$ cat src/logic/wdg_pkg.sv
package wdg_pkg;

  // ****************************************************
  // register map (byte addresses on the bus)
  // ****************************************************
  localparam logic [15:0] CLEAR_ADDR      = 16'hFFFF; // clear location, overlaps vector
  localparam logic [31:0] CLEAR_OFS       = 32'h0003_FFFC; // word index FFFF times four
  localparam logic [31:0] CTRL_OFS        = 32'h0000_0000;
  localparam logic [31:0] STATUS_OFS      = 32'h0000_0004;
  localparam logic [31:0] EVENT_OFS       = 32'h0000_0008;

  // ctrl field positions
  localparam int CTRL_DISABLE_BIT = 0;
  localparam int CTRL_RATE_BIT    = 1;
  localparam int CTRL_STOPEN_BIT  = 2;
  localparam logic [2:0] CTRL_RESET = 3'h0;

  // event register bits (write one = pulse)
  localparam int EV_STOP_BIT = 0;
  localparam int EV_WAIT_BIT = 1;
  localparam int EV_WAKE_BIT = 2;

  // ****************************************************
  // counter sizes and timing
  // ****************************************************
  localparam int PRESCALE_W   = 12;
  localparam int WDOG_W       = 6;
  localparam int CLR_LOW_BIT  = 4; // stages 12..5 are bits 11..4
  localparam int SHORT_TAP    = 6; // 2^13: carry of 2^12 prescaler, 1 count -> bit 0 of wdog, then one more pass
  localparam int RST_PULSE_CYCLES = 32;
  localparam int POR_CYCLES       = 4096;
  localparam logic [7:0] VECTOR_LOW_RESET = 8'h00; // arbitrary default vector byte

  // ****************************************************
  // carriers
  // ****************************************************
  typedef struct packed {
    logic disable_bit;
    logic rate_select;
    logic stop_enable;
  } ctrl_t;

  typedef struct packed {
    logic clear;
    logic stop_exec;
    logic stopped;
  } wdog_cmd_t;

endpackage

$ cat src/logic/runaway_code_watchdog.sv
`timescale 1ns/1ps
// Summary of operation
// - 6-bit counter steps on carry of 12-bit oscillator prescaler.
// - without clearing, overflow forces reset after 2^18-16 or 2^13-16 cycles.
// - rate select one picks short timeout, zero picks long timeout.
// - any write to clear location zeroes 6-bit counter and prescaler stages 12..5.
// - reading clear location returns reset vector low byte, no side effect.
// - timeout drives reset pin low 32 cycles and sets watchdog cause flag.
// - stop instruction clears the prescaler.
// - power-on logic clears prescaler 4096 cycles after power-up.
// - internal reset clears prescaler and watchdog counter.
// - disable input from config bit; no watchdog reset while disabled.
// - disable bit one means disabled, zero means enabled.
// - monitor via test voltage on irq: disabled while test voltage on irq or reset.
// - monitor via blank vectors: disabled until next power-on reset.
// - in break, test voltage on reset pin suppresses the watchdog.
// - never raises a processor interrupt; timeout only resets.
// - counting continues in wait mode and resets on timeout.
// - stop mode halts counting and clears prescaler.
// - stop with stop disabled gives illegal opcode reset.
// - stop honoured only when stop enable bit is one.
module runaway_code_watchdog (
  input  wire logic        clk_in,
  input  wire logic        arst_n_in,
  // ahb-lite slave
  input  wire logic        hsel_in,
  input  wire logic [31:0] haddr_in,
  input  wire logic [1:0]  htrans_in,
  input  wire logic        hwrite_in,
  input  wire logic [2:0]  hsize_in,
  input  wire logic [31:0] hwdata_in,
  input  wire logic        hready_in,
  output logic [31:0]      hrdata_out,
  output logic             hreadyout_out,
  output logic             hresp_out,
  // system side
  input  wire logic [7:0]  vector_low_in,
  input  wire logic        int_reset_in,
  input  wire logic        monitor_mode_in,
  input  wire logic        monitor_by_tst_in,
  input  wire logic        break_in,
  input  wire logic        irq_tst_in,
  input  wire logic        rst_tst_in,
  output logic             reset_n_out,
  output logic             illegal_op_reset_out,
  output logic             stop_mode_out,
  output logic             irq_out
);
  // ****************************************************
  // state
  // ****************************************************
  typedef struct packed {
    logic              ph_valid;
    logic              ph_write;
    logic [31:0]       ph_addr;
    wdg_pkg::ctrl_t    ctrl;
    logic              cause_flag;
    logic              stopped;
    logic              waiting;
    logic              blank_lock;
    logic              por_done;
    logic [12:0]       por_cnt;
    logic [5:0]        pulse_cnt;
    logic              pulsing;
    logic              illegal;
    logic [31:0]       rdata;
  } state_t;

  state_t             s_q;
  state_t             s_d;
  wdg_pkg::wdog_cmd_t cmd;
  logic               overflow;
  logic [17:0]        count;
  logic               por_clear;
  logic               wd_off;
  logic               wr_data;

  // decoding used for write and read paths
  function automatic logic is_ofs(input logic [31:0] a, input logic [31:0] ofs);
    is_ofs = (a[17:2] == ofs[17:2]);
  endfunction

  wdg_counter u_cnt (
    .clk_in         (clk_in),
    .arst_n_in      (arst_n_in),
    .int_reset_in   (int_reset_in),
    .por_clear_in   (por_clear),
    .cmd_in         (cmd),
    .rate_select_in (s_q.ctrl.rate_select),
    .overflow_out   (overflow),
    .count_out      (count)
  );

  // ****************************************************
  // combinational helpers
  // ****************************************************
  assign wr_data   = s_q.ph_valid && s_q.ph_write;
  assign por_clear = (s_q.por_cnt == 13'(wdg_pkg::POR_CYCLES - 1)) && !s_q.por_done;
  // disable terms from config, monitor and break
  assign wd_off    = s_q.ctrl.disable_bit
                   || (monitor_mode_in && monitor_by_tst_in
                       && (irq_tst_in || rst_tst_in))
                   || s_q.blank_lock
                   || (break_in && rst_tst_in);

  // commands to counter chain; clear shares the cycle of the data phase
  always_comb
  begin
    cmd.clear     = wr_data && is_ofs(s_q.ph_addr, wdg_pkg::CLEAR_OFS);
    cmd.stop_exec = wr_data && is_ofs(s_q.ph_addr, wdg_pkg::EVENT_OFS)
                    && hwdata_in[wdg_pkg::EV_STOP_BIT]
                    && s_q.ctrl.stop_enable;
    cmd.stopped   = s_q.stopped;
  end

  // ****************************************************
  // next state
  // ****************************************************
  always_comb
  begin
    s_d         = s_q;
    s_d.illegal = 1'b0;
    // address phase capture; zero wait state slave
    if (hready_in)
    begin
      s_d.ph_valid = hsel_in && htrans_in[1];
      s_d.ph_write = hwrite_in;
      s_d.ph_addr  = haddr_in;
      s_d.rdata    = 32'h0000_0000;
      if (hsel_in && htrans_in[1] && !hwrite_in)
      begin
        // reading clear location has no side effect
        if (is_ofs(haddr_in, wdg_pkg::CLEAR_OFS))
          s_d.rdata = {24'h000000, vector_low_in};
        else if (is_ofs(haddr_in, wdg_pkg::CTRL_OFS))
          s_d.rdata = {29'h0, s_q.ctrl.stop_enable, s_q.ctrl.rate_select,
                       s_q.ctrl.disable_bit};
        else if (is_ofs(haddr_in, wdg_pkg::STATUS_OFS))
          s_d.rdata = {8'h00, count, s_q.blank_lock, s_q.waiting, s_q.stopped,
                       wd_off, s_q.pulsing, s_q.cause_flag};
      end
    end
    // register writes
    if (wr_data && is_ofs(s_q.ph_addr, wdg_pkg::CTRL_OFS))
    begin
      s_d.ctrl.disable_bit = hwdata_in[wdg_pkg::CTRL_DISABLE_BIT];
      s_d.ctrl.rate_select = hwdata_in[wdg_pkg::CTRL_RATE_BIT];
      s_d.ctrl.stop_enable = hwdata_in[wdg_pkg::CTRL_STOPEN_BIT];
    end
    if (wr_data && is_ofs(s_q.ph_addr, wdg_pkg::STATUS_OFS) && hwdata_in[0])
    begin
      s_d.cause_flag = 1'b0; // cleared by write one
    end
    if (wr_data && is_ofs(s_q.ph_addr, wdg_pkg::EVENT_OFS))
    begin
      if (hwdata_in[wdg_pkg::EV_STOP_BIT])
      begin
        if (s_q.ctrl.stop_enable)
          s_d.stopped = 1'b1;
        else
          s_d.illegal = 1'b1;
      end
      if (hwdata_in[wdg_pkg::EV_WAIT_BIT])
        s_d.waiting = 1'b1;
      if (hwdata_in[wdg_pkg::EV_WAKE_BIT])
      begin
        s_d.stopped = 1'b0;
        s_d.waiting = 1'b0;
      end
    end
    // power-on counter
    if (!s_q.por_done)
    begin
      s_d.por_cnt = s_q.por_cnt + 13'h0001;
      if (por_clear)
        s_d.por_done = 1'b1;
    end
    // blank-vector monitor entry latches off until power-on
    if (monitor_mode_in && !monitor_by_tst_in)
      s_d.blank_lock = 1'b1;
    // reset pulse
    if (s_q.pulsing)
    begin
      s_d.pulse_cnt = s_q.pulse_cnt + 6'h01;
      if (s_q.pulse_cnt == 6'(wdg_pkg::RST_PULSE_CYCLES - 1))
      begin
        s_d.pulsing   = 1'b0;
        s_d.pulse_cnt = 6'h00;
      end
    end
    else if (overflow && !wd_off)
    begin
      s_d.pulsing    = 1'b1;
      s_d.cause_flag = 1'b1;                     // set wins over clear
      s_d.stopped    = 1'b0;
      s_d.waiting    = 1'b0;
    end
    if (int_reset_in)
    begin
      s_d.stopped = 1'b0;
      s_d.waiting = 1'b0;
    end
  end

  // ****************************************************
  // outputs
  // ****************************************************
  assign hreadyout_out        = 1'b1;
  assign hresp_out            = 1'b0;
  assign hrdata_out           = s_q.rdata;
  assign reset_n_out          = !s_q.pulsing;
  assign illegal_op_reset_out = s_q.illegal;
  assign stop_mode_out        = s_q.stopped;
  assign irq_out              = 1'b0;

  always_ff @(posedge clk_in or negedge arst_n_in)
  begin
    if (!arst_n_in)
    begin
      s_q      <= '0;
      s_q.ctrl <= wdg_pkg::CTRL_RESET;
    end
    else
    begin
      s_q <= s_d;
    end
  end
endmodule

$ cat src/logic/wdg_counter.sv
`timescale 1ns/1ps
// ****************************************************
// prescaler and watchdog counter chain
// ****************************************************
module wdg_counter (
  input  wire logic              clk_in,
  input  wire logic              arst_n_in,
  input  wire logic              int_reset_in,
  input  wire logic              por_clear_in,
  input  wire wdg_pkg::wdog_cmd_t cmd_in,
  input  wire logic              rate_select_in,
  output logic                   overflow_out,
  output logic [17:0]            count_out
);
  typedef struct packed {
    logic [wdg_pkg::PRESCALE_W-1:0] pre;
    logic [wdg_pkg::WDOG_W-1:0]     wdog;
  } cnt_state_t;

  cnt_state_t s_q;
  cnt_state_t s_d;
  logic       carry;

  // next state of both stages
  always_comb
  begin
    s_d   = s_q;
    carry = 1'b0;
    if (int_reset_in)
    begin
      s_d = '0;
    end
    else if (cmd_in.stop_exec || por_clear_in)
    begin
      s_d.pre = '0;
    end
    else if (cmd_in.clear)
    begin
      s_d.wdog = '0;
      s_d.pre[wdg_pkg::PRESCALE_W-1:wdg_pkg::CLR_LOW_BIT] = '0;
    end
    else if (!cmd_in.stopped)
    begin
      // stopped gates the oscillator clock off
      carry   = &s_q.pre;
      s_d.pre = s_q.pre + 1'b1;
      if (carry)
      begin
        s_d.wdog = s_q.wdog + 1'b1;
      end
    end
  end

  // overflow one cycle before wrap; -16 comes from bits 3..0 not being cleared
  always_comb
  begin
    if (rate_select_in)
    begin
      // first pass with wdog at one ends 2^13-16 after clear
      overflow_out = s_q.wdog[0] && (&s_q.pre) && !cmd_in.stopped;
    end
    else
    begin
      overflow_out = (&s_q.wdog) && (&s_q.pre) && !cmd_in.stopped;
    end
  end

  assign count_out = {s_q.wdog, s_q.pre};

  always_ff @(posedge clk_in or negedge arst_n_in)
  begin
    if (!arst_n_in)
    begin
      s_q <= '0;
    end
    else
    begin
      s_q <= s_d;
    end
  end
endmodule

$ cat config.mk
export PLATFORM = sky130hd
export DESIGN_NAME = runaway_code_watchdog
export DESIGN_NICKNAME = d
export VERILOG_FILES = /design/src/logic/wdg_pkg.sv /design/src/logic/runaway_code_watchdog.sv /design/src/logic/wdg_counter.sv
export SDC_FILE = /design/constraint.sdc
export NUM_CORES = 1
export LEC_CHECK = 0
export ABC_CLOCK_PERIOD_IN_PS = 4200
export BUFFER_PORTS_ARGS = -buffer_cell sky130_fd_sc_hd__buf_4
export CAP_MARGIN = 25
export CORE_MARGIN = 8
export CORE_UTILIZATION = 48
export CTS_CLUSTER_DIAMETER = 30
export DETAILED_ROUTE_END_ITERATION = 6
export GPL_TIMING_DRIVEN = 0
export PLACE_DENSITY = 0.81
export SETUP_SLACK_MARGIN = 0.05
export SLEW_MARGIN = 10
export SYNTH_ARGS = -nofsm -noshare
export SYNTH_HDL_FRONTEND = slang
export SYNTH_SLANG_ARGS = --single-unit
$ cat constraint.sdc
create_clock -name clk_in -period 4.2 [get_ports clk_in]
set_clock_uncertainty 0.15 [all_clocks]
set_input_delay 0.63 -clock clk_in [delete_from_list [all_inputs] [get_ports clk_in]]
set_output_delay 0.63 -clock clk_in [all_outputs]
set_load 0.02 [all_outputs]
# [Word-level counts from Yosys, hierarchy flattened]
# Cells that the tools add are included.
[op_classes] addsub=4 n_eq_ne=12 mux=30 n_reduce_logical=38
[ops] op="two-way mux 24 bit" n=4
[ops] op="two-way mux 18 bit" n=2
[ops] op="== test 16 x 1 -> 1 bit, second input constant" n=2
[ops] op="== test 16 bit, second input constant" n=2
[ops] op="zero test 16 bit" n=2
[ops] op="logical AND 1 bit" n=20
[ops] op="two-way mux 6 bit" n=3
[ops] op="== test 16 x 2 -> 1 bit, second input constant" n=1
[ops] op="two-way mux 14 bit" n=1
[ops] op="adder 13 x 1 -> 13 bit, second input constant" n=1
[ops] op="== test 13 x 12 -> 1 bit, second input constant" n=1
[ops] op="adder 12 x 1 -> 12 bit, second input constant" n=1
[ops] op="adder 6 x 1 -> 6 bit, second input constant" n=2
[ops] op="two-way mux 12 bit" n=1
[ops] op="AND reduction 12 bit" n=1
[ops] op="two-way mux 1 bit" n=11
[ops] op="inequality test 3 x 2 -> 1 bit, second input constant" n=3
[ops] op="two-way mux 8 bit" n=1
[ops] op="two-way mux 7 bit" n=1
[ops] op="== test 6 x 5 -> 1 bit, second input constant" n=1
[ops] op="zero test 1 bit" n=6
[ops] op="two-way mux 2 bit" n=3
[ops] op="two-way mux 3 bit" n=2
[ops] op="AND reduction 6 bit" n=1
[ops] op="7 further kinds" n=11
[word_totals] register_bits=99 inputBits=88 out_inout_bits=38 wordCells=103

# [Depth between registers and ports, before layout]
[depth] ltp_word=10 mapped_depth=8 mapped_depth_nobuf=7

# [Hierarchy]
# A second synthesis with hierarchy kept.
[unflattened] hier_cells=389 area_unflattened_um2=4369.2
[modules_own_cells] mod="runaway_code_watchdog" instances=1 cells_each=282 area_per_inst_um2=3379.5
[modules_own_cells] mod="wdg_counter" instances=1 cells_each=107 area_per_inst_um2=989.7

# [Worst setup path after synthesis]
# OpenSTA, ideal clock, no wires.
[synth_path] path_type="input-to-reg" start="input port haddr_in[2]" end="register s_q (netlist bit hrdata_out[3])" setup_ns=0.083 arrival_ns=1.839 required_time_ns=3.967 slack_ns=2.128 cell_stages=6 path_cell_list="clkbuf_1 -> nand4_1 -> nor4_1 -> nor2b_1 -> a22oi_1 -> o21ai_0"
[synth_via] elab_chain_cells=5
[synth_rtl] element="from (decl)" line="runaway_code_watchdog.sv:27" text="input wire logic [31:0] haddr_in,"
[synth_rtl] element="== test 16 x 1 -> 1 bit" line="runaway_code_watchdog.sv:80" text="is_ofs = (a[17:2] == ofs[17:2]);"
[synth_rtl] element="two-way mux 24 bit" line="runaway_code_watchdog.sv:138" text="else if (is_ofs(haddr_in, wdg_pkg::STATUS_OFS))"
[synth_rtl] element="two-way mux 24 bit" line="runaway_code_watchdog.sv:135" text="else if (is_ofs(haddr_in, wdg_pkg::CTRL_OFS))"
[synth_rtl] element="two-way mux 24 bit *" line="runaway_code_watchdog.sv:133" text="if (is_ofs(haddr_in, wdg_pkg::CLEAR_OFS))"
[synth_rtl] element="two-way mux 24 bit *" line="runaway_code_watchdog.sv:130" text="if (hsel_in && htrans_in[1] && !hwrite_in)"
[synth_rtl] element="to (decl)" line="runaway_code_watchdog.sv:69" text="state_t s_q;"
# Every way passes the cells marked *; elsewhere a longest branch is shown, timed or not.
# A chain may end at the register's enable or synchronous reset.

# [Worst setup path after layout]
[layout_path] start="register s_q[76] (netlist name)" end="register u_cnt.s_q (netlist bit u_cnt.count_out[13])"
[layout_via] elab_chain_cells=7
[layout_rtl] element="== test 16 x 2 -> 1 bit" line="runaway_code_watchdog.sv:80"
[layout_rtl] element="logical AND 1 bit" line="runaway_code_watchdog.sv:110" text="cmd.stop_exec = wr_data && is_ofs(s_q.ph_addr, wdg_pkg::EVENT_OFS)"
[layout_rtl] element="logical AND 1 bit" line="runaway_code_watchdog.sv:111" text="&& hwdata_in[wdg_pkg::EV_STOP_BIT]"
[layout_rtl] element="logical AND 1 bit" line="runaway_code_watchdog.sv:112" text="&& s_q.ctrl.stop_enable;"
[layout_rtl] element="logical OR 1 bit" line="wdg_counter.sv:33" text="else if (cmd_in.stop_exec || por_clear_in)"
[layout_rtl] element="inequality test 2 bit (no line)"
[layout_rtl] element="AND reduction 3 bit (no line)"
[layout_rtl] element="to (signal assigned)" line="wdg_counter.sv:74" text="s_q <= '0;"
[layout_rtl] element="to (signal assigned)" line="wdg_counter.sv:78" text="s_q <= s_d;"
[layout_rtl] element="to (decl)" line="wdg_counter.sv:20" text="cnt_state_t s_q;"
# Parallel ways exist; a longest one is shown, timed or not. The select of a mux whose other input is x is not followed.

==> reports/qor.txt <==
CTS Hold Bufs - 0
P_sw - 362 µW
vias in the first global route - 3311
gr usage total - 15.4%
clk_lat worst skew - 0.35 ns
drt pass-1 iters - 5
Tightest Pin Transition - 0.714 ns
gr ovfl total - 0
Worst Path Arrival - 2.43 ns
share of synthesized flip-flops with an asynchronous set or reset - 100%
Total Wirelength - 9.25 mm
Detailed Place HPWL - 7.17 mm
outcome - completed
diode count - 0
ANT nets after route - 0
area occupied by registers - 2230 µm²
Switching Fraction - 23.5%
most common cell in the netlist - dfrtp_1
Commonest cells post-synth - dfrtp_1 (89), nand2_1 (41), buf_4 (36)
via density per instance - 5.19
relative slew slack - 52.0%
Synth Instances - 427
CP Class - reg -> reg
Critical Path Sink Type - flop
clock buffer depth - 2
num rows - 34
largest area contributor in the netlist - dfrtp_1
root buffer selected by CTS - clkbuf_8
post-CTS sizing - 0
fmax - 0.425 GHz
hold crit path type - in -> async
final setup violation count - 0
layout cells sized above 1 - 28.2%
final hold slack - 0.0497 ns
P_int - 1.18 mW
min cycle time layout - 2.35 ns
largest net degree at the start of global routing - 62
first-pass GRT wire length - 15.9 mm
detailed router's first-iteration violation count - 128
sequential area share after synthesis - 51.3%
Synth top area share - 51.3%
Area growth, synth to finish - 19.3%
EDFF count, synth - 0
Setup Buffers After CTS - 0
I/O Pins - 126
sequential power share - 58.1%
Fill cells - 746
Initial Utilization - 49.5%
crit-path max FO - 10
Vias - 3231
Routed met2 length - 4.57 mm
CTS H-tree lvls - 3
gpl congestion - 0.836
required time worst endpoint - 4.27 ns
Worst setup SP type - flop
wire length on met1 - 4.09 mm
RSZ-0062 raised after global routing - false
Synth cell types - 44
final setup TNS - 0 ns
Die Span Y - 111 µm
nets - 602
Comb pwr share - 7.9%
initial antenna violation count - 0
clock share of power - 34.0%
Max Cap Viol - 0
Top Layer Used - met4
fin. max-slew vios - 0
Max VDD drop - 0.144 mV
die area - 12300 µm²
met3 WL post-DR - 421 µm
CTS clk-pin slew, worst paths - 0.08 ns
FF+latch count, synth - 89
Mapped Area - 4340 µm²
Syn. warnings - 0
power density over cell area - 298 nW/µm²
Residual DRC - 0
Clock Sinks - 89
period utilization - 56.0%
TritonCTS clock tree - done
Hold Fails Final Rpt - 0
area of the multi-input gates - 1710 µm²
Syn Area/Cell - 10.2 µm²
ranking of synthesized cells by area - dfrtp_1 (51%), buf_4 (6.2%), mux2_2 (6.0%)
Core Box Area - 8760 µm²
Post-synth top flop - dfrtp_1
Leak - 2.40 nW
Die W - 111 µm
Num CTS Buffers - 9
DR WL/cell - 14.8 µm
Port Buffers - 62
power groups by stage:
stage | Combinational [mW] | Sequential [mW] | Clock (mW)
2_1_floorplan | 0.0609 | 0.906 | 0
3_3_place_gp | 0.115 | 0.910 | 0
3_5_place_dp | 0.122 | 0.912 | 0
4_1_cts | 0.123 | 0.895 | 0.537
5_1_grt | 0.135 | 0.898 | 0.576
6_report | 0.121 | 0.895 | 0.525
worst paths after layout:
check                                                  endpoint  cells past startpoint  slack, ns                start
worst max-delay path            u_cnt.count_out[13]$_DFFE_PN0P_                      7       1.85  s_q[76]$_DFFE_PN0P_
worst min-delay path                        s_q[40]$_DFFE_PN0N_                      1       0.05            arst_n_in
worst max register to register  u_cnt.count_out[13]$_DFFE_PN0P_                      7       1.85  s_q[76]$_DFFE_PN0P_
worst min register to register              s_q[49]$_DFFE_PN0N_                      1       0.33  s_q[49]$_DFFE_PN0N_
max in group asynchronous                   s_q[38]$_DFFE_PN0P_                      2       3.23            arst_n_in
min in group clk_in                         s_q[49]$_DFFE_PN0N_                      1       0.33  s_q[49]$_DFFE_PN0N_
cells by family (layout without fill, tap and decap cells):
logic type                 count (synthesis)  after routing  synth area share [%]
AOI/OAI and AO/OA                         61             61                  8.27
xor gates and xnor gates                  27             27                  5.45
adders and majority gates                  4              4                  1.15
buffers and inverters                     81            160                  10.2
DFF                                       89             89                  51.3
muxes                                     25             25                  6.43
other                                      2             11                 0.173
and+or+nand+nor                          138            138                  17.0
metal layers:
metal	global-route usage, %	up-vias
li1	-	1584
met1	19.1	1551
met2	25.3	82
met3	3.68	14
met4	5.60	0
met5	0	-
stage by stage:
stage               worst slack (ns)  total power, mW  utilization (%)  std cells  instance area [µm²]
floorplan                       2.13            0.967                -        436                 4370
global placement                1.56             1.03             56.8        606                 4970
detailed placement              1.50             1.03             57.1        607                 5000
CTS                             1.84             1.55             59.1        623                 5180
global route                    1.61             1.61             59.1        623                 5180
finish                          1.85             1.54             59.1        623                 5180
layout make-up:
class	count	share of cell area (%)
Buffer	49	6.21
Clock inverter	3	0.290
Clock buffer	13	3.07
Tap cell	108	2.61
Inverter	32	2.32
Multi-Input combinational cell	266	32.9
Timing Repair Buffer	63	9.52
Sequential cell	89	43.0
registers in the layout, indices dropped and copies added (netlist names):
register	count
illegal_op_reset_out	1
u_cnt.count_out	18
s_q	45
stop_mode_out	1
hrdata_out	24
cell usage in the layout, fill, tap and decap left out, types with 2 or more instances in the layout:
cell,count
nand3_1,9
a311oi_1,2
clkinv_2,3
o31ai_1,4
mux2_2,23
a21oi_1,9
clkbuf_8,11
conb_1,11
nor3_1,12
nand4b_1,2
nor4_1,7
xor2_1,7
o22ai_1,3
nand2_1,41
nor2b_1,3
clkbuf_1,13
inv_1,32
dfrtp_1,89
o21ai_0,31
a211oi_1,2
a22oi_1,5
nor2_1,28
xnor2_1,20
nand4_1,20
or3_1,3
or4_1,2
ha_1,4
mux2i_1,2
buf_2,2
buf_4,98
worst max-delay path: stages, from the launching register on:
cell     delay (ns)
dfrtp_1        0.40
nor4_1         0.37
nand4_1        0.29
or3_1          0.46
nand2_1        0.14
or3_4          0.16
buf_4          0.16
o21ai_0        0.10
No activity file was read; power rests on OpenSTA's default activity.
